### src/logic/tone_gen_pkg.sv
// Constants and register map of the melody and alarm tone generator.
//------------------------------------------------------------------------------
// Behaviour
// - Output-select bit 1 routes melody to the tone pin; 0 routes alarm.
// - Divisor is 12 bits: low register bits, high register bits 3..0 on top.
// - Melody frequency is 32768 divided by two times divisor plus four.
// - High register bit 7 at 1 runs the melody counter; 0 stops and clears.
// - Counter control field: 00 hold, 01 restart, 10 clear, 11 clear and start.
// - Upper bit of the counter control field always reads back as zero.
// - Pattern register is one-hot; zero gives constant low; others are forbidden.
// - Alarm waveforms are a 4096 Hz carrier gated by the chosen pattern.
// - Pattern two gives 31.25 ms bursts, eight per second.
// - Inversion bit at 1 inverts the alarm waveform before the pin.
// - Free-run counter raises periodic events at 1, 2, 64, 512 and 8192 Hz.
// - Enable bits 4..0 each gate one periodic event; bit 5 written as zero.
// - The shared free-run counter is 15 bits wide.
//------------------------------------------------------------------------------
package tone_gen_pkg;

  //----------------------------------------------------------------------------
  // Register map
  //----------------------------------------------------------------------------
  localparam int          ADDR_W          = 12;
  localparam int          DATA_W          = 8;
  localparam logic [11:0] ADDR_PATTERN    = 12'h330;
  localparam logic [11:0] ADDR_CONTROL    = 12'h331;
  localparam logic [11:0] ADDR_DIV_LOW    = 12'h332;
  localparam logic [11:0] ADDR_DIV_HIGH   = 12'h333;
  localparam logic [11:0] ADDR_IRQ_ENABLE = 12'h334;
  localparam logic [11:0] ADDR_IRQ_STATUS = 12'h335;
  localparam logic [7:0]  REG_RESET       = 8'h00;

  //----------------------------------------------------------------------------
  // Field layout
  //----------------------------------------------------------------------------
  localparam int          CTRL_FC_HI      = 7;
  localparam int          CTRL_FC_LO      = 6;
  localparam int          CTRL_INVERT     = 5;
  localparam int          CTRL_SELECT     = 0;
  localparam logic [7:0]  CTRL_SPARE_MASK = 8'h1e;
  localparam int          HIGH_RUN        = 7;
  localparam logic [1:0]  FC_HOLD         = 2'h0;
  localparam logic [1:0]  FC_RESTART      = 2'h1;
  localparam logic [1:0]  FC_CLEAR        = 2'h2;
  localparam logic [1:0]  FC_CLEAR_START  = 2'h3;

  //----------------------------------------------------------------------------
  // Timing
  //----------------------------------------------------------------------------
  localparam int           DIV_W        = 12;
  localparam int           FREE_W       = 15;
  localparam int           IRQ_N        = 5;
  localparam int           CARRIER_TAP  = 2;
  localparam logic [12:0]  MEL_HALF_ADD = 13'h0001;
  localparam logic [14:0]  FREE_ONE     = 15'h0001;
  // Wrap masks of the free-run counter by event bit; bit 0 is the 1 Hz event.
  // The list runs from bit 4 down: 8192, 512, 64, 2 and 1 Hz.
  localparam logic [4:0][14:0] IRQ_WRAP_MASK = {15'h0003, 15'h003f, 15'h01ff,
                                                15'h3fff, 15'h7fff};

endpackage

### src/logic/melody_alarm_tone_generator.sv
// Melody and alarm tone generator with periodic interrupts and byte registers.
`timescale 1ns/1ps

module melody_alarm_tone_generator
  import tone_gen_pkg::*;
(
  input  wire logic              sys_clk,
  input  wire logic              reset_n,
  input  wire logic              lowspeed_clk,
  input  wire logic [ADDR_W-1:0] addr,
  input  wire logic [DATA_W-1:0] wdata,
  input  wire logic              wr_en,
  input  wire logic              rd_en,
  output logic      [DATA_W-1:0] rdata,
  output logic                   tone_out_pin,
  output logic                   irq
);

  //----------------------------------------------------------------------------
  // Low-speed clock sampling
  //----------------------------------------------------------------------------
  // The low-speed clock is far slower than sys_clk, so it is sampled as a level
  // and each rising edge becomes a one-cycle tick.
  logic ls_meta_r;
  logic ls_sync_r;
  logic ls_prev_r;
  logic tick;

  always_ff @(posedge sys_clk) begin
    if (!reset_n) begin
      ls_meta_r <= 1'b0;
      ls_sync_r <= 1'b0;
      ls_prev_r <= 1'b0;
    end else begin
      ls_meta_r <= lowspeed_clk;
      ls_sync_r <= ls_meta_r;
      ls_prev_r <= ls_sync_r;
    end
  end

  assign tick = ls_sync_r & ~ls_prev_r;

  //----------------------------------------------------------------------------
  // Register file
  //----------------------------------------------------------------------------
  logic [7:0]       pattern_r,  pattern_nxt;
  logic             inv_r,      inv_nxt;
  logic             select_r,   select_nxt;
  logic [3:0]       spare_r,    spare_nxt;
  logic [7:0]       div_low_r,  div_low_nxt;
  logic [3:0]       div_high_r, div_high_nxt;
  logic             mel_run_r,  mel_run_nxt;
  logic [4:0]       irq_en_r,   irq_en_nxt;
  logic [4:0]       status_r,   status_nxt;
  logic [7:0]       rdata_r,    rdata_nxt;
  logic [IRQ_N-1:0] irq_event;
  logic             free_run_r;
  logic [DIV_W-1:0] divisor;
  logic             wr_pattern;
  logic             wr_control;
  logic             wr_div_low;
  logic             wr_div_high;
  logic             wr_irq_en;
  logic             wr_status;

  assign wr_pattern  = wr_en && (addr == ADDR_PATTERN);
  assign wr_control  = wr_en && (addr == ADDR_CONTROL);
  assign wr_div_low  = wr_en && (addr == ADDR_DIV_LOW);
  assign wr_div_high = wr_en && (addr == ADDR_DIV_HIGH);
  assign wr_irq_en   = wr_en && (addr == ADDR_IRQ_ENABLE);
  assign wr_status   = wr_en && (addr == ADDR_IRQ_STATUS);
  assign divisor     = {div_high_r, div_low_r};

  always_comb begin
    pattern_nxt  = pattern_r;
    inv_nxt      = inv_r;
    select_nxt   = select_r;
    spare_nxt    = spare_r;
    div_low_nxt  = div_low_r;
    div_high_nxt = div_high_r;
    mel_run_nxt  = mel_run_r;
    irq_en_nxt   = irq_en_r;
    rdata_nxt    = REG_RESET;
    if (wr_pattern) begin
      pattern_nxt = wdata;
    end
    if (wr_control) begin
      inv_nxt    = wdata[CTRL_INVERT];
      select_nxt = wdata[CTRL_SELECT];
      spare_nxt  = wdata[4:1];
    end
    if (wr_div_low) begin
      div_low_nxt = wdata;
    end
    if (wr_div_high) begin
      div_high_nxt = wdata[3:0];
      mel_run_nxt  = wdata[HIGH_RUN];
    end
    if (wr_irq_en) begin
      irq_en_nxt = wdata[4:0];
    end
    // A new event wins over a write-one-to-clear in the same cycle.
    status_nxt = (status_r & ~(wr_status ? wdata[4:0] : 5'h00)) | irq_event;
    if (rd_en) begin
      case (addr)
        ADDR_PATTERN:    rdata_nxt = pattern_r;
        // Upper field bit reads zero; the lower one shows whether the counter runs.
        ADDR_CONTROL:    rdata_nxt = {1'b0, free_run_r, inv_r, spare_r, select_r};
        ADDR_DIV_LOW:    rdata_nxt = div_low_r;
        ADDR_DIV_HIGH:   rdata_nxt = {mel_run_r, 3'h0, div_high_r};
        ADDR_IRQ_ENABLE: rdata_nxt = {3'h0, irq_en_r};
        ADDR_IRQ_STATUS: rdata_nxt = {3'h0, status_r};
        default:         rdata_nxt = REG_RESET;
      endcase
    end
  end

  always_ff @(posedge sys_clk) begin
    if (!reset_n) begin
      pattern_r  <= REG_RESET;
      inv_r      <= 1'b0;
      select_r   <= 1'b0;
      spare_r    <= 4'h0;
      div_low_r  <= REG_RESET;
      div_high_r <= 4'h0;
      mel_run_r  <= 1'b0;
      irq_en_r   <= 5'h00;
      status_r   <= 5'h00;
      rdata_r    <= REG_RESET;
    end else begin
      pattern_r  <= pattern_nxt;
      inv_r      <= inv_nxt;
      select_r   <= select_nxt;
      spare_r    <= spare_nxt;
      div_low_r  <= div_low_nxt;
      div_high_r <= div_high_nxt;
      mel_run_r  <= mel_run_nxt;
      irq_en_r   <= irq_en_nxt;
      status_r   <= status_nxt;
      rdata_r    <= rdata_nxt;
    end
  end

  assign rdata = rdata_r;
  assign irq   = |(status_r & irq_en_r);

  //----------------------------------------------------------------------------
  // Melody counter
  //----------------------------------------------------------------------------
  // Half a period is divisor plus two ticks. A zero divisor still gives a tone,
  // just outside the range software may use.
  logic [12:0] mel_cnt_r,  mel_cnt_nxt;
  logic        mel_wave_r, mel_wave_nxt;
  logic [12:0] mel_last;

  assign mel_last = {1'b0, divisor} + MEL_HALF_ADD;

  always_comb begin
    mel_cnt_nxt  = mel_cnt_r;
    mel_wave_nxt = mel_wave_r;
    if (!mel_run_r) begin
      mel_cnt_nxt  = 13'h0000;
      mel_wave_nxt = 1'b0;
    end else if (tick) begin
      if (mel_cnt_r >= mel_last) begin
        mel_cnt_nxt  = 13'h0000;
        mel_wave_nxt = ~mel_wave_r;
      end else begin
        mel_cnt_nxt = mel_cnt_r + MEL_HALF_ADD;
      end
    end
  end

  always_ff @(posedge sys_clk) begin
    if (!reset_n) begin
      mel_cnt_r  <= 13'h0000;
      mel_wave_r <= 1'b0;
    end else begin
      mel_cnt_r  <= mel_cnt_nxt;
      mel_wave_r <= mel_wave_nxt;
    end
  end

  //----------------------------------------------------------------------------
  // Free-run counter
  //----------------------------------------------------------------------------
  logic [FREE_W-1:0] free_cnt_r, free_cnt_nxt;
  logic              free_run_nxt;

  always_comb begin
    free_cnt_nxt = free_cnt_r;
    free_run_nxt = free_run_r;
    if (free_run_r && tick) begin
      free_cnt_nxt = free_cnt_r + FREE_ONE;
    end
    if (wr_control) begin
      case (wdata[CTRL_FC_HI:CTRL_FC_LO])
        FC_HOLD: begin
          free_run_nxt = 1'b0;
        end
        FC_RESTART: begin
          free_run_nxt = 1'b1;
        end
        FC_CLEAR: begin
          free_cnt_nxt = '0;
          free_run_nxt = 1'b0;
        end
        FC_CLEAR_START: begin
          free_cnt_nxt = '0;
          free_run_nxt = 1'b1;
        end
        default: begin
          free_run_nxt = free_run_r;
        end
      endcase
    end
  end

  always_ff @(posedge sys_clk) begin
    if (!reset_n) begin
      free_cnt_r <= '0;
      free_run_r <= 1'b0;
    end else begin
      free_cnt_r <= free_cnt_nxt;
      free_run_r <= free_run_nxt;
    end
  end

  // Each event fires on the tick that wraps its tap, lowest rate on bit 0.
  genvar gi;
  generate
    for (gi = 0; gi < IRQ_N; gi++) begin : g_irq
      assign irq_event[gi] = free_run_r && tick &&
                             ((free_cnt_r & IRQ_WRAP_MASK[gi]) == IRQ_WRAP_MASK[gi]);
    end
  endgenerate

  //----------------------------------------------------------------------------
  // Alarm patterns and output
  //----------------------------------------------------------------------------
  logic [7:0] gate;
  logic       carrier;
  logic       alarm_raw;
  logic       alarm_wave;
  logic       tone_r, tone_nxt;

  assign carrier = free_cnt_r[CARRIER_TAP];
  assign gate[0] = 1'b1;
  assign gate[1] = (free_cnt_r[11:10] == 2'h0);
  assign gate[2] = ~free_cnt_r[12];
  assign gate[3] = ~free_cnt_r[14];
  assign gate[4] = (free_cnt_r[13:11] == 3'h0);
  assign gate[5] = ~free_cnt_r[9];
  assign gate[6] = (free_cnt_r[14:13] == 2'h0) && ~free_cnt_r[10];
  assign gate[7] = ~free_cnt_r[14] && (free_cnt_r[11:10] == 2'h0);

  // Unlisted multi-bit pattern values merge their gates; software must not use them.
  assign alarm_raw  = carrier && |(pattern_r & gate);
  assign alarm_wave = alarm_raw ^ inv_r;

  always_comb begin
    tone_nxt = select_r ? mel_wave_r : alarm_wave;
  end

  always_ff @(posedge sys_clk) begin
    if (!reset_n) begin
      tone_r <= 1'b0;
    end else begin
      tone_r <= tone_nxt;
    end
  end

  assign tone_out_pin = tone_r;
endmodule // melody_alarm_tone_generator

### config.mk
export PLATFORM = sky130hd
export DESIGN_NAME = melody_alarm_tone_generator
export DESIGN_NICKNAME = d
export VERILOG_FILES = /design/src/logic/tone_gen_pkg.sv /design/src/logic/melody_alarm_tone_generator.sv
export SDC_FILE = /design/constraint.sdc
export NUM_CORES = 1
export LEC_CHECK = 0
export BUFFER_PORTS_ARGS = -buffer_cell sky130_fd_sc_hd__buf_2
export CORE_MARGIN = 2
export CORE_UTILIZATION = 30
export DETAILED_ROUTE_END_ITERATION = 6
export HOLD_SLACK_MARGIN = 0.05
export REMOVE_ABC_BUFFERS = 1
export SLEW_MARGIN = 10
export SYNTH_ARGS = -nofsm -noshare
export SYNTH_HDL_FRONTEND = slang
export SYNTH_SLANG_ARGS = --single-unit
### constraint.sdc
create_clock -name sys_clk -period 2.4 [get_ports sys_clk]
set_input_delay 0.12 -clock sys_clk [delete_from_list [all_inputs] [get_ports sys_clk]]
set_output_delay 0.12 -clock sys_clk [all_outputs]
set_load 0.005 [all_outputs]
Word-level counts from Yosys, hierarchy flattened
Index checks and enable logic that the tools add are counted.
{ "word_totals": {"output_inout_bits": 10, "wordCells": 84, "in_bits": 25, "regBits": 79} }
{ "classes": {"bitwise": 13, "n_addsub": 3, "n_lt_le_gt_ge": 1, "eq_ne": 14, "mux": 8, "n_reduce_logical": 27} }
{ "ops": {"columns": ["cell", "n"], "rows": [
  ["12-bit by 10-bit == test with 1-bit output (second input constant)", 6],
  ["8-bit case mux with 6 select lines", 1],
  ["15-bit 2-to-1 mux", 3],
  ["15-bit by 1-bit adder with 15-bit output (second input constant)", 1],
  ["15-bit == test (second input constant)", 1],
  ["1-bit logical AND", 15],
  ["14-bit == test (second input constant)", 1],
  ["12-bit by 1-bit adder with 13-bit output (second input constant)", 1],
  ["13-bit by 1-bit adder with 13-bit output (second input constant)", 1],
  ["13-bit greater-or-equal comparator", 1],
  ["13-bit 2-to-1 mux", 1],
  ["5-bit bitwise AND", 2],
  ["9-bit == test (second input constant)", 1],
  ["8-bit bitwise AND", 1],
  ["8-bit OR reduction", 1],
  ["2-bit == test (second input constant)", 3],
  ["6-bit == test (second input constant)", 1],
  ["2-bit zero test", 3],
  ["1-bit NOT", 6],
  ["2-bit AND reduction", 3],
  ["2-bit OR reduction", 3],
  ["5-bit 2-to-1 mux", 1],
  ["5-bit NOT", 1],
  ["5-bit OR", 1],
  ["7 further kinds", 7]
]} }

Logic depth before layout (Yosys ltp)
Gate-level depths: netlist of run 1.
{ "depth": {"depth_word": 7, "depth_mapped": 11, "ltp_nobuf": 10} }

Worst setup path before layout of run 1
Ideal clock, no wire load.
{ "synth_path": {"kind": "reg-to-reg", "startpoint": "reg div_low_r[0]", "endpoint": "reg mel_cnt_r[10]", "required_time_ns": 2.272, "n_path_buf": 1, "arrival_time_ns": 2.385, "setup_slack_ns": -0.113, "stages_incl_launch_ff": 12, "setup_ns": 0.128, "period_less_slack_ns": 2.513, "cell_sequence": "dfxtp_1 ha_1 and3_1 nand3_1 xor2_1 ha_1 and4_1 nand2_1 a311o_1 nand4_1 clkbuf_1 nor2_1"} }
{ "synth_via": {"elab_chain_len": 3} }
{ "synth_lines": {"columns": ["item", "line_no", "rtl"], "rows": [
  ["start, declared", "melody_alarm_tone_generator.sv:50", "logic [7:0] div_low_r, div_low_nxt;"],
  ["start signal, assigned", "melody_alarm_tone_generator.sv:135", "div_low_r <= div_low_nxt;"],
  ["12-bit by 1-bit adder with 13-bit output", "melody_alarm_tone_generator.sv:156", "assign mel_last = {1'b0, divisor} + MEL_HALF_ADD;"],
  ["13-bit greater-or-equal comparator", "melody_alarm_tone_generator.sv:165", "if (mel_cnt_r >= mel_last) begin"],
  ["13-bit 2-to-1 mux", "melody_alarm_tone_generator.sv:165", null],
  ["end signal, assigned", "melody_alarm_tone_generator.sv:179", "mel_cnt_r <= mel_cnt_nxt;"],
  ["end, declared", "melody_alarm_tone_generator.sv:152", "logic [12:0] mel_cnt_r, mel_cnt_nxt;"]
]} }
Every way passes these cells.
A chain may end at the register's enable or synchronous reset.

Worst setup path after layout of run 1
{ "layout_path": {"startpoint": "reg div_low_r[3]", "endpoint": "reg mel_cnt_r[10]"} }
Same word-level chain as after synthesis.

==> flow_summary.yaml, run 1 <==
setup_path:
  reg2reg_slack_ns: 0.08
  cp-start-kind: "register"
  cp_max_fo: 13
  critical-path-max-stage-delay_ns: 0.34
  crit_chain: "and3_4, and4_4, nand2_1, xor2_1, ha_1, and4_1, nand2_1, a311o_1, nand4_1, buf_12, nor2_1"
  cp-endpoint: "mel_cnt_r[10]"
  crit_type: "register to register"
  crit_start: "div_low_r[3]"
  cpMaxStageDelayCell: "dfxtp_1"
  worstPathRequired_ns: 2.63
  worst_r2r_endpoint: "mel_cnt_r[10]"
  crit_path_frequent_cell: "nand2_1"
  r2r-start: "div_low_r[3]"
  cp-end-kind: "register"
  rr_worst_depth: 11
  arrival_ns: 2.55
placed_design:
  place_ws_ns: 0.0432
  dpl.hpwl_mm: 7.17
  globalplace.congestion: 0.835
  numPortBuffers: 34
  dp.cells: 644
clock_tree:
  clock-root-buffer: "clkbuf_16"
  cts_tree: "yes"
  clock-sinks: 79
  clk-insertion-delay-late_ns: 0.35
  clockBufferDepth: 2
  postCtsSetupRepairBufs: 0
  cts_buffers: 9
  htreeDepth: 3
  clkTransAtPathRegs_ns: 0.06
pwr:
  sequentialPowerShare_pct: 48.7
  sw_frac_of_total_pct: 22.1
  internal_power_mw: 2.10
  clockPowerShare_pct: 47.6
  power.density_nw_per_um2: 565
  combPwrFrac_pct: 3.6
  vdd.ir_drop.worst_mv: 0.304
  p_leak_nw: 1.77
  p_sw_mw: 0.596
floorplan:
  core_area_um2: 12700
  dieArea_um2: 14000
  fp.dieW_um: 118
  start_util_pct: 30.8
  row_count: 41
  io_pins: 35
  die_y_um: 118
cells_and_area:
  layout-drive-gt1-share_pct: 19.8
  post-route-util_pct: 37.7
  synthToLayoutAreaGrowth_pct: 22.1
  finish.net_count: 526
  final_cells: 661
  diodes: 0
  final.fill_count: 1300
  final_cell_mix: "nor2_1 (79), dfxtp_1 (75), mux2i_1 (42)"
  final_common_cell: "nor2_1"
route:
  drt-initial-drc-count: 209
  wl_per_cell_um: 14.6
  drc_errors: 0
  firstDrtPassIters: 4
  vias: 3244
  routed_wl_mm: 9.67
  routed_via_density: 4.91
  antenna_left: 0
worst_hold_path:
  hp-class: "primary input to register"
  min_path_cells: 3
sta:
  fin_setup_tns_ns: 0
  fmax_mhz: 431
  setup_viol: 0
  slew_violations: 0
  whs_ns: 0.0644
  fin_crit_sh_pct: 96.6
  timing.final.ws_setup_ns: 0.0807
  tightestPinTransition_ns: 0.600
  hold_viol: 0
  fin_crit_ns: 2.32
  skew_ns: 0.00984
  rsz0062_at_grt: "true"
  relSlewSlack_pct: 59.7
synthesis:
  ys_warn_count: 0
  yosysUniqueCellTypes: 48
  synth-seq-area-share_pct: 40.5
  synth-main-ff-cell: "dfxtp_1"
  syn_area_per_cell_um2: 9.17
  synth_edf_count: 0
  synth-seq-cells: 79
  syn_inst: 426
  syn_area_um2: 3910
  async_flop_share_pct: 0
grt:
  grt_max_degree: 19
  grt_pass1_vias: 3096
  grtUsageMet3_pct: 3.39
  grt_pass1_wl_mm: 16.1
  grt_use_met1_pct: 19.8
  grt_busiest_layer: "met2"
  grt.total_usage_pct: 14.5
  grt.overflow.total: 0
  antenna_found_initial: 1
  met2_usage_pct: 21.7
job:
  max_cap_violations: 0
outcome:
  status: "finished, final reports clean"
==> routing by layer <==
layer	vias up	share of wire, %
met5	-	0.072
li1	1622	-
met3	14	6.1
met1	1529	48
met4	2	2.0
met2	77	43
==> kinds of logic after synthesis <==
kind of cell | Yosys count | synth area share [%]
buf+inv | 28 | 2.91
compound gates | 42 | 6.92
flops | 79 | 40.5
xor+xnor | 35 | 7.85
fa+ha+maj | 17 | 5.44
simple gates | 178 | 23.1
mux | 47 | 13.4
==> worst max-delay path, delay by kind of cell (launching register included) <==
family	cells	cell delay [ns]
flops	1	0.34
simple gates	7	0.94
fa+ha+maj	1	0.32
compound gates	1	0.31
buf+inv	1	0.15
xor+xnor	1	0.15
==> synthesized netlist by cell type (all sizes together) (2+ instances only) <==
cell type  number  area (um^2)
ha             17          213
a311oi          2         17.5
nor2b           4         25.0
o21ai           5         25.0
nand3b          2         15.0
nand4           9         56.3
xor2           20          175
buf             3         20.0
and4            7         61.3
xnor2          15          131
nor2           79          297
nor4            3         48.8
and2            5         31.3
nor3            9         66.3
mux4            4         90.1
mux2i          42          420
nand3          23          115
inv            12         45.0
a31oi           6         37.5
and3            7         43.8
dfxtp          79         1580
clkbuf         12         45.0
a21oi          18         90.1
nand2          24         90.1
==> through the flow <==
step	cell area, um^2	power [mW]
after global placement	4440	1.44
after CTS	4730	2.72
after floorplan	3840	1.38
after detailed placement	4440	1.44
final	4770	2.70
after global routing	4770	2.78
==> worst min path at each step <==
stage                              end    startpoint  slack (ns)
after CTS                 div_low_r[5]      wdata[5]        0.05
final                     div_low_r[5]      wdata[5]        0.06
after floorplan               rdata[5]       addr[2]        0.20
after global routing      div_low_r[5]      wdata[5]        0.07
after detailed placement     ls_meta_r  lowspeed_clk        0.33
after global placement       ls_meta_r  lowspeed_clk        0.34
==> power by group through the flow <==
stage / registers (mW) / clock network, mW / logic (mW)
final: 1.31 / 1.28 / 0.0976
after global routing: 1.31 / 1.36 / 0.106
after CTS: 1.31 / 1.31 / 0.0983
after detailed placement: 1.34 / 0 / 0.0971
after global placement: 1.34 / 0 / 0.0963
after floorplan: 1.34 / 0 / 0.0323
==> final cells by class <==
type                            count  area [um^2]  area share [%]
Sequential cell                    79         1590            33.3
Multi-Input combinational cell    319         2250            47.1
Inverter                           13         48.8            1.02
Timing Repair Buffer               62          395            8.29
Clock inverter                      3         17.5           0.367
Clock buffer                       13          260            5.46
Tap cell                          172          215            4.51
==> flip-flops by register name (all words and copies together), names as in the netlist, 4 cells and up <==
name        flops
irq_en_r        5
div_low_r       8
spare_r         4
rdata           8
pattern_r       8
free_cnt_r     15
status_r        5
div_high_r      4
mel_cnt_r      13
==> timing repair <==
action                                  4_1_cts  5_1_grt
hold buffers                                  1        0
gates resized for setup                       1       12
pin swaps                                     0        9
hold endpoints to repair                      1        0
endpoints found under the setup margin        1       14
(Power assumes the default switching activity.)
==> run 2: changes to the inputs <==
--- a/config.mk
+++ b/config.mk
@@ -5,10 +5,12 @@
 export SDC_FILE = /design/constraint.sdc
 export NUM_CORES = 1
 export LEC_CHECK = 0
+export ABC_AREA = 1
 export BUFFER_PORTS_ARGS = -buffer_cell sky130_fd_sc_hd__buf_2
 export CORE_MARGIN = 2
 export CORE_UTILIZATION = 30
 export DETAILED_ROUTE_END_ITERATION = 6
+export GPL_TIMING_DRIVEN = 0
 export HOLD_SLACK_MARGIN = 0.05
 export REMOVE_ABC_BUFFERS = 1
 export SLEW_MARGIN = 10
==> constraint.sdc (replaced) <==
create_clock -name sys_clk -period 2.4 [get_ports sys_clk]
set_input_delay 0.24 -clock sys_clk [delete_from_list [all_inputs] [get_ports sys_clk]]
set_output_delay 0.24 -clock sys_clk [all_outputs]
set_load 0.005 [all_outputs]
==> flow_summary.yaml, run 2 <==
grt:
  grt_pass1_wl_mm: 17.7
  grt_pass1_vias: 3600
  grt.total_usage_pct: 14.9
  grt.overflow.total: 0
  antenna_found_initial: 0
  grt_max_degree: 41
floorplan:
  dieArea_um2: 15200
  start_util_pct: 30.7
  die_y_um: 123
  row_count: 43
  io_pins: 35
  fp.dieW_um: 123
  core_area_um2: 13900
sta:
  slew_violations: 0
  rsz0062_at_grt: "true"
  tightestPinTransition_ns: 0.706
  skew_ns: 0.00671
  fin_crit_ns: 2.45
  fin_setup_tns_ns: -0.385
  fmax_mhz: 408
  hold_viol: 0
  fin_crit_sh_pct: 102
  setup_viol: 11
  relSlewSlack_pct: 53.0
  timing.final.ws_setup_ns: -0.0507
clock_tree:
  clock-sinks: 79
  cts_tree: "yes"
  clockBufferDepth: 2
  cts_hold_buf: 0
  clk-insertion-delay-late_ns: 0.33
  htreeDepth: 3
  clkTransAtPathRegs_ns: 0.06
  clock-root-buffer: "clkbuf_16"
  cts_buffers: 9
synthesis:
  ys_warn_count: 0
  post-synth-top-area-cell: "dfxtp_1"
  synth_top_area_share_pct: 37.1
  yosysMostFrequentCell: "nand2_1"
  yosys-top-cells-count: "nand2_1 (105), nor2_1 (84), dfxtp_1 (79)"
  synth-seq-cells: 79
  syn_area_um2: 4260
  syn_inst: 599
  synth-main-ff-cell: "dfxtp_1"
  synth-seq-area-share_pct: 37.1
  syn_area_per_cell_um2: 7.12
  yosysUniqueCellTypes: 38
  synth_area_leaders: "dfxtp_1 (37%), nand2_1 (9.2%), nand3_1 (7.7%)"
  async_flop_share_pct: 0
  synth_edf_count: 0
route:
  routed_wl_mm: 10.8
  wl_per_cell_um: 13.0
  antenna_left: 0
  drt-initial-drc-count: 286
  vias: 3848
  routed_via_density: 4.66
  drc_errors: 0
  firstDrtPassIters: 5
job:
  max_cap_violations: 0
cells_and_area:
  largest_reg_flops: 15
  max_flop_register: "free_cnt_r"
  reg.largest.list: "free_cnt_r (15), mel_cnt_r (13)"
  diodes: 0
  final_cell_mix: "nand2_1 (102), nor2_1 (77), dfxtp_1 (76)"
  layout-drive-gt1-share_pct: 15.2
  final.fill_count: 1475
  final_common_cell: "nand2_1"
  finish.net_count: 682
  synthToLayoutAreaGrowth_pct: 18.8
setup_path:
  crit_chain: "ha_4, nand3_4, nor2_4, nand4_1, nor3_2, nand3_1, ha_4, nand2_2, nor2_2, nand2_1, nor2_1, nor2_2, nand3_2, nand2_4, and3_4"
  cp_max_fo: 5
  cp-start-kind: "register"
  cpMaxStageDelayCell: "dfxtp_4"
  crit_type: "register to register"
  critical-path-max-stage-delay_ns: 0.37
  cp-end-kind: "register"
  worstPathRequired_ns: 2.63
  arrival_ns: 2.68
pwr:
  vdd.ir_drop.worst_mv: 0.334
  power.total_mw: 2.79
  p_leak_nw: 2.12
  power.density_nw_per_um2: 550
outcome:
  violations: "setup timing"
  status: "complete, but fails checks"
worst_hold_path:
  hp-class: "primary input to register"
placed_design:
  numPortBuffers: 34
  globalplace.congestion: 0.854
  dpl.hpwl_mm: 8.01
## run 2: cell types whose count changed after synthesis, moves of 9 or more
cell | previous run | this run
nand2_1 | 24 | 105
a21oi_1 | 18 | 41
o21ai_0 | 5 | 42
inv_1 | 12 | 69
xnor2_1 | 15 | 6
nand3_1 | 23 | 66
mux2i_1 | 42 | 2
## run 2: final timing paths
| kind | start | to | slack, ns | cells past startpoint |
|---|---|---|---|---|
| max reg2reg | div_low_r[1] | mel_cnt_r[1] | -0.05 | 15 |
| min reg2reg | ls_meta_r | ls_sync_r | 0.41 | 2 |
| min | lowspeed_clk | ls_meta_r | 0.11 | 3 |
| max | div_low_r[1] | mel_cnt_r[1] | -0.05 | 15 |
## run 2: area by class of cell
| class | instances | area, um^2 | share of cell area [%] |
|---|---|---|---|
| Multi-Input combinational cell | 438 | 2480 | 49.0 |
| Sequential cell | 79 | 1590 | 31.3 |
| Inverter | 74 | 279 | 5.51 |
| Clock buffer | 13 | 250 | 4.94 |
| Tap cell | 180 | 225 | 4.45 |
| Timing Repair Buffer | 38 | 200 | 3.95 |
| Clock inverter | 3 | 42.5 | 0.840 |
## run 2: per-layer routing
layer  GRT usage [%]  vias to the layer above  share of wire [%]  wire [um]
met3            3.00                       11                3.2        346
met1            20.0                     1740                 49       5300
met5               0                        -                  0          0
met4            3.62                        0               0.98        105
li1                -                     2039                  -          -
met2            24.5                       58                 47       5010
## run 2: critical path: cells and delay by family, from the launching register on
family                     cells  cell delay, ns
adders and majority gates      2            0.46
DFF                            1            0.37
and+or+nand+nor               13            1.52
## run 2: metrics by stage
step	instance area [um^2]	instances	setup slack (ns)	hold WS, ns	util [%]
after floorplan	4210	590	-0.0485	0.333	-
after global placement	4600	804	-0.601	0.397	33.2
after detailed placement	4600	804	-0.586	0.399	33.2
after CTS	5030	825	-0.0583	0.111	36.2
after global routing	5060	825	-0.177	0.130	36.5
final	5060	825	-0.0507	0.107	36.5
## run 2: report_power, final
group          internal, mW  switching, mW  total (mW)
clock network         0.834          0.536        1.37
logic                0.0280         0.0750       0.103
registers              1.31        0.00117        1.31
## run 2: timing repair
action | 4_1_cts | 5_1_grt
buffers inserted | 4 | 0
pin swaps | 5 | 14
setup endpoints to repair | 14 | 14
resized for setup | 22 | 8
cloned | 1 | 0
## run 2: logic make-up after synthesis
kind of cell | synth area share, %
multiplexers | 0.470
AND/OR/NAND/NOR | 32.8
XOR/XNOR | 5.96
flip-flops | 37.1
AO/OA/AOI/OAI | 10.8
adder cells (fa/ha/maj) | 4.99
buffers and inverters | 7.83
==> run 3: changes to the inputs <==
--- a/config.mk
+++ b/config.mk
@@ -10,7 +10,7 @@
 export CORE_MARGIN = 2
 export CORE_UTILIZATION = 30
 export DETAILED_ROUTE_END_ITERATION = 6
-export GPL_TIMING_DRIVEN = 0
+export GPL_TIMING_DRIVEN = 1
 export HOLD_SLACK_MARGIN = 0.05
 export REMOVE_ABC_BUFFERS = 1
 export SLEW_MARGIN = 10
==> flow_summary.yaml, run 3 (same netlist as run 2, synthesis figures left out) <==
sta:
  slew_violations: 0
  fin_crit_sh_pct: 97.7
  timing.final.ws_setup_ns: 0.0558
  relSlewSlack_pct: 61.6
  skew_ns: 0.00410
  tightestPinTransition_ns: 0.574
  setup_viol: 0
  fin_crit_ns: 2.34
  fin_setup_tns_ns: 0
  fmax_mhz: 427
  rsz0062_at_grt: "true"
  hold_viol: 0
grt:
  grt_max_degree: 24
  grt.overflow.total: 0
  grt.total_usage_pct: 15.2
  antenna_found_initial: 0
  grt_pass1_vias: 3592
  grt_pass1_wl_mm: 18.0
cells_and_area:
  final_cell_mix: "nand2_1 (99), dfxtp_1 (75), inv_1 (69), nor2_1 (69), nand3_1 (61)"
  final.fill_count: 1449
  finish.net_count: 709
  max_flop_register: "free_cnt_r"
  layout-drive-gt1-share_pct: 21.1
  reg.largest.list: "free_cnt_r (15), mel_cnt_r (13)"
  final_common_cell: "nand2_1"
  diodes: 0
  largest_reg_flops: 15
  synthToLayoutAreaGrowth_pct: 25.7
  post-route-util_pct: 38.6
  register_area_um2: 1590
  final_cells: 852
  multi_input_area_um2: 2540
placed_design:
  globalplace.congestion: 0.894
  place_ws_ns: -0.119
  numPortBuffers: 34
  dpl.hpwl_mm: 8.29
  dp.cells: 829
worst_hold_path:
  hp-class: "primary input to register"
  min_from: "lowspeed_clk"
  min_path_cells: 3
  min_to: "ls_meta_r"
outcome:
  status: "finished, final reports clean"
setup_path:
  r2r-start: "div_low_r[1]"
  worst_r2r_endpoint: "mel_cnt_r[7]"
  crit_start: "div_low_r[1]"
  cp-end-kind: "register"
  cp-start-kind: "register"
  worstPathRequired_ns: 2.69
  rr_worst_depth: 17
  crit_type: "register to register"
  cp_max_fo: 4
  reg2reg_slack_ns: 0.06
  arrival_ns: 2.63
floorplan:
  start_util_pct: 30.7
  core_area_um2: 13900
  die_y_um: 123
  fp.dieW_um: 123
  row_count: 43
  io_pins: 35
  dieArea_um2: 15200
clock_tree:
  cts_hold_buf: 0
  clk-insertion-delay-late_ns: 0.34
  cts_buffers: 9
  clkTransAtPathRegs_ns: 0.06
  htreeDepth: 3
  clock-root-buffer: "clkbuf_16"
  clock-sinks: 79
  clockBufferDepth: 2
  cts_tree: "yes"
pwr:
  power.density_nw_per_um2: 519
  vdd.ir_drop.worst_mv: 0.326
  p_leak_nw: 2.28
job:
  max_cap_violations: 0
route:
  vias: 4004
  routed_via_density: 4.70
  drt-initial-drc-count: 234
  wl_per_cell_um: 13.2
  firstDrtPassIters: 5
  antenna_left: 0
  routed_wl_mm: 11.3
  drc_errors: 0
[run 3: worst max-delay path by stage]
stage                         end
finish               mel_cnt_r[7]
global route        mel_cnt_r[11]
floorplan           mel_cnt_r[10]
global placement     mel_cnt_r[3]
CTS                  mel_cnt_r[1]
detailed placement   mel_cnt_r[5]
[run 3: area by class of cell]
cell class                      count  share of cell area [%]
Clock inverter                      6                    1.14
Clock buffer                       10                    4.27
Tap cell                          180                    4.20
Sequential cell                    79                    29.7
Inverter                           74                    5.21
Multi-Input combinational cell    437                    47.5
Timing Repair Buffer               66                    8.01
[run 3: what timing repair did]
action | 4_1_cts | 5_1_grt
gates resized for setup | 14 | 40
buffers inserted | 1 | 6
endpoints found under the setup margin | 14 | 14
gates cloned | 0 | 0
pin swaps | 1 | 8
[run 3: stage by stage]
step | hold slack [ns] | power, mW | area [um^2]
5_1_grt | 0.104 | 2.86 | 5360
4_1_cts | 0.0812 | 2.79 | 5150
6_report | 0.0842 | 2.78 | 5360
3_5_place_dp | 0.403 | 1.45 | 4790
3_3_place_gp | 0.398 | 1.45 | 4790
2_1_floorplan | 0.333 | 1.39 | 4210
[run 3: per-layer routing]
layer  GRT usage, %  wire length, um  vias up
li1               -                -     2090
met1           20.5             5320     1830
met2           24.8             5470       73
met3           3.18              403       11
met4           3.48               87        0
met5              0                0        -
[run 3: critical path, stage by stage, from the launching register on]
cell and delay [ns]:
dfxtp_2 0.36, ha_4 0.15, nand3_4 0.07, nor2_4 0.09
nand4_1 0.13, nor3_2 0.22, xnor2_1 0.15, ha_1 0.27
nand2_1 0.08, nand2_1 0.06, nand3_1 0.07, nand2_1 0.07
nor2_2 0.12, nand3_2 0.08, nand2_2 0.09, nand2_2 0.07
buf_6 0.14, nor2_2 0.08
[run 3: power by group]
| part | switching, mW | total, mW | internal (mW) | leakage [nW] |
|---|---|---|---|---|
| Sequential | 0.00116 | 1.31 | 1.31 | 0.639 |
| Combinational | 0.0745 | 0.104 | 0.0295 | 1.50 |
| Clock | 0.561 | 1.36 | 0.802 | 0.142 |
| Total | 0.637 | 2.78 | 2.14 | 2.28 |
